`src/sync_code_defs.vh`:
```
// Constants for the sync code framer: register map, fields, resets and word kinds
`ifndef SYNC_CODE_DEFS_VH
`define SYNC_CODE_DEFS_VH

// ----------------------------------------
// Register addresses
// ----------------------------------------
`define ADDR_FRAME_LINE_MARKER     9'h083
`define ADDR_DARK_PIXEL_MARKER     9'h084
`define ADDR_VALID_PIXEL_MARKER    9'h085
`define ADDR_CHECKSUM_WORD_MARKER  9'h086
`define ADDR_ALIGN_WORD_MARKER     9'h087
`define ADDR_DARK_FAULT_CH0_15     9'h088
`define ADDR_DARK_FAULT_CH16_31    9'h089
`define ADDR_DARK_FAULT_CH32_47    9'h08a
`define ADDR_DARK_FAULT_CH48_63    9'h08b
`define ADDR_SPARE_WORD_A          9'h08c
`define ADDR_SPARE_WORD_B          9'h08d
`define ADDR_PATTERN_TEST_CONTROL  9'h090

// ----------------------------------------
// Reset values
// ----------------------------------------
`define RST_FRAME_LINE_LOW         7'h2a
`define RST_DARK_PIXEL_MARKER      10'h015
`define RST_VALID_PIXEL_MARKER     10'h035
`define RST_CHECKSUM_WORD_MARKER   10'h059
`define RST_ALIGN_WORD_MARKER      10'h3a6
`define RST_DARK_FAULT             16'h0000
`define RST_SPARE_WORD_A           16'h0000
`define RST_SPARE_WORD_B           16'hffff
`define RST_PATTERN_ENABLE         1'b0

// ----------------------------------------
// Field layout
// ----------------------------------------
`define CODE_W                     10
`define LOW_W                      7
`define REG_W                      16
`define FAULT_W                    64
`define KIND_W                     3
`define ENTRY_W                    13
`define FIFO_DEPTH                 4
`define PAD_CODE                   6'h00
`define PAD_LOW                    9'h000
`define PAD_TEST                   15'h0000
`define READ_ZERO                  16'h0000
`define PATTERN_STEP               10'h001
`define PATTERN_START              10'h000
`define PATTERN_BIT                0
`define FIFO_AW                    2
`define FAULT_LSB_CH0              0
`define FAULT_LSB_CH16             16
`define FAULT_LSB_CH32             32
`define FAULT_LSB_CH48             48

// ----------------------------------------
// Marker upper bits: frame/line, start, end
// ----------------------------------------
`define MARK_W                     3
`define MARK_FRAME_START           3'h6
`define MARK_FRAME_END             3'h5
`define MARK_LINE_START            3'h2
`define MARK_LINE_END              3'h1
`define MARK_NONE                  3'h0

// ----------------------------------------
// Word kinds carried with each data word
// ----------------------------------------
`define KIND_FRAME_START           3'h0
`define KIND_FRAME_END             3'h1
`define KIND_LINE_START            3'h2
`define KIND_LINE_END              3'h3
`define KIND_DARK                  3'h4
`define KIND_VALID                 3'h5
`define KIND_CHECKSUM              3'h6
`define KIND_ALIGN                 3'h7

`endif

```
`src/sensor_sync_code_framer.v`:
```
// Sync channel code framer with its configuration registers
`timescale 1ns/1ps
`default_nettype none
`include "sync_code_defs.vh"

// Functional notes
// - Marker word: seven writable low bits resetting to 42, three fixed upper bits.
// - Marker top bit frame versus line, next bit start, next bit end.
// - Upper marker bits come from the word kind, not from configuration.
// - Dark pixels carry a programmable code, reset 0x015, receiver classifies them.
// - Valid pixels carry a programmable code, reset 0x035, receiver takes payload.
// - Checksum code resets 0x059, align code resets 0x3a6, both decoded.
// - Per-channel dark-level fault flag set when too few dark samples existed.
// - Sixty-four read-only fault bits in four 16-bit words, low channels first.
// - Pattern select one replaces pixel data with test pattern; reset zero.
// - With no image data, align word is sent on the data lanes.

module sensor_sync_code_framer (
	// Clock and reset
	input  wire                  mclk,
	input  wire                  sys_rst,
	// Configuration port
	input  wire [8:0]            regAddr,
	input  wire                  regWrEn,
	input  wire [15:0]           regWrData,
	input  wire                  regRdEn,
	output reg  [15:0]           regRdData,
	output reg                   regRdValid,
	// Calibration result
	input  wire                  calDone,
	input  wire [63:0]           calShortSamples,
	// Pixel word source
	input  wire                  pixValid,
	output wire                  pixReady,
	input  wire [2:0]            pixKind,
	input  wire [9:0]            pixData,
	// Link
	input  wire                  pixClk,
	output reg  [9:0]            dataOut,
	output reg  [9:0]            syncOut,
	output reg                   wordStrobe
);

	// ----------------------------------------
	// Registers
	// ----------------------------------------
	reg  [`LOW_W-1:0]   frameLineLow_reg;
	reg  [`CODE_W-1:0]  darkPixelMarkerCode_reg;
	reg  [`CODE_W-1:0]  validPixelMarker_reg;
	reg  [`CODE_W-1:0]  checksumWordMarker_reg;
	reg  [`CODE_W-1:0]  alignWordMarkerCode_reg;
	reg  [`FAULT_W-1:0] darkLevelFault_reg;
	reg  [`REG_W-1:0]   spareWordA_reg;
	reg  [`REG_W-1:0]   spareWordB_reg;
	reg                 patternEnable_reg;
	reg  [`REG_W-1:0]   rdData_next;
	reg                 rdHit_next;

	always @(posedge mclk) begin
		if (sys_rst) begin
			frameLineLow_reg        <= `RST_FRAME_LINE_LOW;
			darkPixelMarkerCode_reg <= `RST_DARK_PIXEL_MARKER;
			validPixelMarker_reg    <= `RST_VALID_PIXEL_MARKER;
			checksumWordMarker_reg  <= `RST_CHECKSUM_WORD_MARKER;
			alignWordMarkerCode_reg <= `RST_ALIGN_WORD_MARKER;
			spareWordA_reg          <= `RST_SPARE_WORD_A;
			spareWordB_reg          <= `RST_SPARE_WORD_B;
			patternEnable_reg       <= `RST_PATTERN_ENABLE;
		end else if (regWrEn) begin
			case (regAddr)
				`ADDR_FRAME_LINE_MARKER: begin
					frameLineLow_reg <= regWrData[`LOW_W-1:0];
				end
				`ADDR_DARK_PIXEL_MARKER: begin
					darkPixelMarkerCode_reg <= regWrData[`CODE_W-1:0];
				end
				`ADDR_VALID_PIXEL_MARKER: begin
					validPixelMarker_reg <= regWrData[`CODE_W-1:0];
				end
				`ADDR_CHECKSUM_WORD_MARKER: begin
					checksumWordMarker_reg <= regWrData[`CODE_W-1:0];
				end
				`ADDR_ALIGN_WORD_MARKER: begin
					alignWordMarkerCode_reg <= regWrData[`CODE_W-1:0];
				end
				`ADDR_SPARE_WORD_A: begin
					spareWordA_reg <= regWrData;
				end
				`ADDR_SPARE_WORD_B: begin
					spareWordB_reg <= regWrData;
				end
				`ADDR_PATTERN_TEST_CONTROL: begin
					patternEnable_reg <= regWrData[`PATTERN_BIT];
				end
				default: begin
				end
			endcase
		end
	end

	// ----------------------------------------
	// Dark-level fault flags
	// ----------------------------------------
	always @(posedge mclk) begin
		if (sys_rst) begin
			darkLevelFault_reg <= {4{`RST_DARK_FAULT}};
		end else if (calDone) begin
			darkLevelFault_reg <= calShortSamples;
		end
	end

	// ----------------------------------------
	// Register read
	// ----------------------------------------
	always @* begin
		rdData_next = `READ_ZERO;
		rdHit_next  = 1'b1;
		case (regAddr)
			`ADDR_FRAME_LINE_MARKER: begin
				rdData_next = {`PAD_LOW, frameLineLow_reg};
			end
			`ADDR_DARK_PIXEL_MARKER: begin
				rdData_next = {`PAD_CODE, darkPixelMarkerCode_reg};
			end
			`ADDR_VALID_PIXEL_MARKER: begin
				rdData_next = {`PAD_CODE, validPixelMarker_reg};
			end
			`ADDR_CHECKSUM_WORD_MARKER: begin
				rdData_next = {`PAD_CODE, checksumWordMarker_reg};
			end
			`ADDR_ALIGN_WORD_MARKER: begin
				rdData_next = {`PAD_CODE, alignWordMarkerCode_reg};
			end
			`ADDR_DARK_FAULT_CH0_15: begin
				rdData_next = darkLevelFault_reg[`FAULT_LSB_CH0 +: `REG_W];
			end
			`ADDR_DARK_FAULT_CH16_31: begin
				rdData_next = darkLevelFault_reg[`FAULT_LSB_CH16 +: `REG_W];
			end
			`ADDR_DARK_FAULT_CH32_47: begin
				rdData_next = darkLevelFault_reg[`FAULT_LSB_CH32 +: `REG_W];
			end
			`ADDR_DARK_FAULT_CH48_63: begin
				rdData_next = darkLevelFault_reg[`FAULT_LSB_CH48 +: `REG_W];
			end
			`ADDR_SPARE_WORD_A: begin
				rdData_next = spareWordA_reg;
			end
			`ADDR_SPARE_WORD_B: begin
				rdData_next = spareWordB_reg;
			end
			`ADDR_PATTERN_TEST_CONTROL: begin
				rdData_next = {`PAD_TEST, patternEnable_reg};
			end
			default: begin
				rdHit_next = 1'b0;
			end
		endcase
	end

	always @(posedge mclk) begin
		if (sys_rst) begin
			regRdData  <= `READ_ZERO;
			regRdValid <= 1'b0;
		end else begin
			regRdValid <= regRdEn;
			if (regRdEn) begin
				regRdData <= rdHit_next ? rdData_next : `READ_ZERO;
			end
		end
	end

	// ----------------------------------------
	// Link clock sampling
	// ----------------------------------------
	reg  pixClkMeta_reg;
	reg  pixClkSync_reg;
	reg  pixClkLast_reg;
	wire slot;

	always @(posedge mclk) begin
		if (sys_rst) begin
			pixClkMeta_reg <= 1'b0;
			pixClkSync_reg <= 1'b0;
			pixClkLast_reg <= 1'b0;
		end else begin
			pixClkMeta_reg <= pixClk;
			pixClkSync_reg <= pixClkMeta_reg;
			pixClkLast_reg <= pixClkSync_reg;
		end
	end

	assign slot = pixClkSync_reg & ~pixClkLast_reg;

	// ----------------------------------------
	// Word buffer
	// ----------------------------------------
	wire               bufValid;
	wire [`ENTRY_W-1:0] bufData;
	wire [`KIND_W-1:0] bufKind;
	wire [`CODE_W-1:0] bufWord;

	sync_word_fifo #(
		.WIDTH (`ENTRY_W),
		.DEPTH (`FIFO_DEPTH),
		.AW    (`FIFO_AW)
	) wordBuffer (
		.mclk     (mclk),
		.sys_rst  (sys_rst),
		.inValid  (pixValid),
		.inReady  (pixReady),
		.inData   ({pixKind, pixData}),
		.outValid (bufValid),
		.outReady (slot),
		.outData  (bufData)
	);

	assign bufKind = bufData[`ENTRY_W-1:`CODE_W];
	assign bufWord = bufData[`CODE_W-1:0];

	// ----------------------------------------
	// Marker boundary bits
	// ----------------------------------------
	reg  [`MARK_W-1:0] markTop_next;

	always @* begin
		markTop_next = `MARK_NONE;
		case (bufKind)
			`KIND_FRAME_START: begin
				markTop_next = `MARK_FRAME_START;
			end
			`KIND_FRAME_END: begin
				markTop_next = `MARK_FRAME_END;
			end
			`KIND_LINE_START: begin
				markTop_next = `MARK_LINE_START;
			end
			`KIND_LINE_END: begin
				markTop_next = `MARK_LINE_END;
			end
			default: begin
				markTop_next = `MARK_NONE;
			end
		endcase
	end

	// ----------------------------------------
	// Sync code selection
	// ----------------------------------------
	reg  [`CODE_W-1:0] syncCode_next;
	reg  [`CODE_W-1:0] data_next;
	reg  [`CODE_W-1:0] pattern_reg;

	always @* begin
		syncCode_next = alignWordMarkerCode_reg;
		case (bufKind)
			`KIND_FRAME_START: begin
				syncCode_next = {markTop_next, frameLineLow_reg};
			end
			`KIND_FRAME_END: begin
				syncCode_next = {markTop_next, frameLineLow_reg};
			end
			`KIND_LINE_START: begin
				syncCode_next = {markTop_next, frameLineLow_reg};
			end
			`KIND_LINE_END: begin
				syncCode_next = {markTop_next, frameLineLow_reg};
			end
			`KIND_DARK: begin
				syncCode_next = darkPixelMarkerCode_reg;
			end
			`KIND_VALID: begin
				syncCode_next = validPixelMarker_reg;
			end
			`KIND_CHECKSUM: begin
				syncCode_next = checksumWordMarker_reg;
			end
			default: begin
				syncCode_next = alignWordMarkerCode_reg;
			end
		endcase
		if (patternEnable_reg) begin
			data_next = pattern_reg;
		end else begin
			data_next = bufWord;
		end
	end

	// ----------------------------------------
	// Link output
	// ----------------------------------------
	always @(posedge mclk) begin
		if (sys_rst) begin
			dataOut     <= `RST_ALIGN_WORD_MARKER;
			syncOut     <= `RST_ALIGN_WORD_MARKER;
			wordStrobe  <= 1'b0;
			pattern_reg <= `PATTERN_START;
		end else begin
			wordStrobe <= slot;
			if (slot) begin
				if (bufValid) begin
					dataOut <= data_next;
					syncOut <= syncCode_next;
					if (patternEnable_reg) begin
						pattern_reg <= pattern_reg + `PATTERN_STEP;
					end
				end else begin
					dataOut <= alignWordMarkerCode_reg;
					syncOut <= alignWordMarkerCode_reg;
				end
			end
		end
	end

endmodule

`default_nettype wire

```
`src/sync_word_fifo.v`:
```
// Small flip-flop FIFO for kind and data words
`timescale 1ns/1ps
`default_nettype none

module sync_word_fifo #(
	parameter WIDTH = 13,
	parameter DEPTH = 4,
	parameter AW    = 2
) (
	// Clock and reset
	input  wire             mclk,
	input  wire             sys_rst,
	// Fill side
	input  wire             inValid,
	output wire             inReady,
	input  wire [WIDTH-1:0] inData,
	// Drain side
	output wire             outValid,
	input  wire             outReady,
	output wire [WIDTH-1:0] outData
);

	reg  [WIDTH-1:0] store_reg [0:DEPTH-1];
	reg  [AW-1:0]    wrPtr_reg;
	reg  [AW-1:0]    rdPtr_reg;
	reg  [AW:0]      count_reg;
	wire             doWrite;
	wire             doRead;

	assign inReady  = (count_reg != DEPTH[AW:0]);
	assign outValid = (count_reg != {(AW+1){1'b0}});
	assign outData  = store_reg[rdPtr_reg];
	assign doWrite  = inValid & inReady;
	assign doRead   = outValid & outReady;

	always @(posedge mclk) begin
		if (doWrite) begin
			store_reg[wrPtr_reg] <= inData;
		end
	end

	always @(posedge mclk) begin
		if (sys_rst) begin
			wrPtr_reg <= {AW{1'b0}};
			rdPtr_reg <= {AW{1'b0}};
			count_reg <= {(AW+1){1'b0}};
		end else begin
			if (doWrite) begin
				wrPtr_reg <= wrPtr_reg + {{(AW-1){1'b0}}, 1'b1};
			end
			if (doRead) begin
				rdPtr_reg <= rdPtr_reg + {{(AW-1){1'b0}}, 1'b1};
			end
			if (doWrite & ~doRead) begin
				count_reg <= count_reg + {{AW{1'b0}}, 1'b1};
			end else if (doRead & ~doWrite) begin
				count_reg <= count_reg - {{AW{1'b0}}, 1'b1};
			end
		end
	end

endmodule

`default_nettype wire

```
`config.mk`:
```
export PLATFORM = sky130hd
export DESIGN_NAME = sensor_sync_code_framer
export DESIGN_NICKNAME = d
export VERILOG_FILES = /design/src/sensor_sync_code_framer.v /design/src/sync_word_fifo.v
export VERILOG_INCLUDE_DIRS = /design/src
export SDC_FILE = /design/constraint.sdc
export NUM_CORES = 1
export LEC_CHECK = 0
export BUFFER_PORTS_ARGS = -buffer_cell sky130_fd_sc_hd__clkbuf_2
export CAP_MARGIN = 20
export CELL_PAD_IN_SITES_DETAIL_PLACEMENT = 1
export CELL_PAD_IN_SITES_GLOBAL_PLACEMENT = 2
export CORE_ASPECT_RATIO = 0.5
export CORE_MARGIN = 2
export CORE_UTILIZATION = 34
export CTS_BUF_LIST = sky130_fd_sc_hd__clkbuf_8
export CTS_CLUSTER_SIZE = 20
export DETAILED_ROUTE_END_ITERATION = 10
export PLACE_DENSITY = 0.85
export SKIP_CTS_REPAIR_TIMING = 1
export SLEW_MARGIN = 0
export SYNTH_ARGS = -nofsm -noshare
export SYNTH_HDL_FRONTEND = slang
export SYNTH_SLANG_ARGS = --single-unit
```
`constraint.sdc`:
```
create_clock -name mclk -period 2.51 [get_ports mclk]
set_input_delay 0.753 -clock mclk [delete_from_list [all_inputs] [get_ports mclk]]
set_output_delay 0.753 -clock mclk [all_outputs]
set_load 0.005 [all_outputs]
```
==> qor.csv <==
metric;value;unit
min_path_type;in2reg;
io_buffers;147;
p_leak;0.00574;µW
grt_max_degree;109;
wl;39900;µm
drive_above_1_share;24.3;%
setup_viol;0;
hold_viol_final;0;
htree_num_levels;2;
rsz0062_at_grt;false;
die_x;261;µm
yosysWarnings;0;
synth_area_per_cell;9.74;µm²
clock-sinks;256;
wl_per_cell;22.0;µm
ys.flop_type;dfxtp_1;
fp.dieH;133;µm
busiest_layer;met2;
finalCritPeriodShare;90.3;%
fin_nets;1473;
grt_use_met2;38.5;%
numCtsBuffers;40;
grt-ovfl-total;0;
clockBufferDepth;3;
fmax;0.441;GHz
root_buffer;clkbuf_8;
hold_slack;0.397;ns
status;complete, no violations;
gp_congestion;0.955;
fin_setup_tns;0;ns
slew-limit-headroom;52.7;%
final_util;42.8;%
fin_skew;0.0164;ns
grt_antenna_before_repair;1;
pwr_density_cell;711;nW/µm²
synth_cell_type_count;66;
insertion_delay;0.57;ns
dieArea;34600;µm²
synth_nets;1269;
crit_fanout;6;
insertedDiodeCount;0;
viasPerCell;5.26;
cts_tree;built;
maxSlewViolCount;0;
path_clk_slew;0.06;ns
grt_usage;23.1;%
synthCells;1153;
seq_area_frac_synth;50.3;%
syn_area;11200;µm²
ys_seq_elements;256;
cp.required;3.00;ns
initial_core_util;35.0;%
worst-setup-path-type;reg2reg;
grtUsageMet3;5.04;%
startpoint_type;flop;
area.growth.synth_to_final;22.2;%
core_region_area;32100;µm²
dr_total_vias;9549;
critPathArrivalTime;2.76;ns
tightest_slew;0.710;ns
drc;0;
dr.pass1.iters;5;
synthArstFlopShare;0;%
globalRouteMet1Util;29.9;%
num_rows;46;
largest_register_ffs;64;
fin_crit;2.27;ns
synth-edff-count;52;
critical_path.endpoint_type;flop;
ant_nets;0;
grt_pass1_vias;10400;
pin_count;148;
ir_drop;0.000478;V
drv_cap;0;
drt_iter0_markers;477;
dp_hpwl;30000;µm
grt_pass1_wl;61200;µm
## cell type report
class	count	area [µm²]
Clock buffer	43	592
Multi-Input combinational cell	804	5220
Sequential cell	256	5650
Tap cell	432	541
Clock inverter	27	194
Fill cell	3728	18400
Inverter	19	71.3
Timing Repair Buffer	236	1480
## worst paths after layout
check,from,depth (start not counted),slack (ns),end
setup / recovery,wordBuffer.count_reg[0]$_SDFFE_PP0P_,9,0.24,wordBuffer.count_reg[2]$_SDFFE_PP0P_
hold / removal,pixData[5],1,0.40,wordBuffer.store_reg[3][5]$_DFFE_PP_
setup reg to reg,wordBuffer.count_reg[0]$_SDFFE_PP0P_,9,0.24,wordBuffer.count_reg[2]$_SDFFE_PP0P_
hold reg to reg,pixClkMeta_reg$_SDFF_PP0_,1,0.45,pixClkSync_reg$_SDFF_PP0_
## routing by layer
metal  routed length, µm  part of all wire, %
met3                1970                  4.9
met1               18000                   45
met5                   9                0.023
met4                1130                  2.8
met2               18800                   47
## kinds of logic (layout without fill, tap and decap cells)
family,Yosys count,count (layout),synth area share (%)
adders and majority gates,7,7,0.846
xor gates and xnor gates,12,12,0.936
and+or+nand+nor,429,429,17.5
buffers and inverters,93,325,3.39
AOI/OAI and AO/OA,209,209,12.1
DFF,256,256,50.3
muxes,147,147,15.0
## synth_stat cells, types with 17 or more instances
master,instances,area [µm²]
mux2i_1,115,1150
buf_1,17,63.8
mux2_2,17,191
clkbuf_1,42,158
a21oi_1,85,425
nand2_1,163,612
o21ai_0,28,140
dfxtp_1,204,4080
edfxtp_1,52,1560
inv_1,18,67.6
nor2_1,158,593
nand3b_1,27,203
## through the flow
| stage | cell area (µm²) | worst slack [ns] | std cells | total power, µW |
|---|---|---|---|---|
| after floorplan | 11200 | 0.104 | 1153 | 5590 |
| after CTS | 13700 | 0.0974 | 1817 | 9870 |
| final | 13700 | 0.243 | 1817 | 9760 |
| after detailed placement | 12900 | -0.140 | 1747 | 6250 |
| after global routing | 13700 | 0.0532 | 1817 | 10200 |
| after global placement | 12900 | -0.0945 | 1747 | 6180 |
## where the power goes
part	switching [µW]	internal [µW]
Clock	1710	1890
Sequential	134	4440
Combinational	947	636
Total	2790	6970
## worst max-delay path: stages (launching register included)
cell and delay [ns]:
dfxtp_1 0.43, nor2_1 0.08, nand2_1 0.18, and2_2 0.24
ha_1 0.19, inv_1 0.06, fa_1 0.37, xor2_1 0.18
or3_1 0.32, a21oi_1 0.15
## cells in the final DEF (no fill, tap or decap), types with 27 or more instances in the layout
cell type,instances
mux2i_1,115
o21ai_0,28
edfxtp_1,52
a21oi_1,85
clkbuf_2,145
inv_1,32
buf_4,85
dfxtp_1,204
nand3b_1,27
nor2_1,158
clkbuf_8,43
nand2_1,163
(Power assumes the default switching activity.)
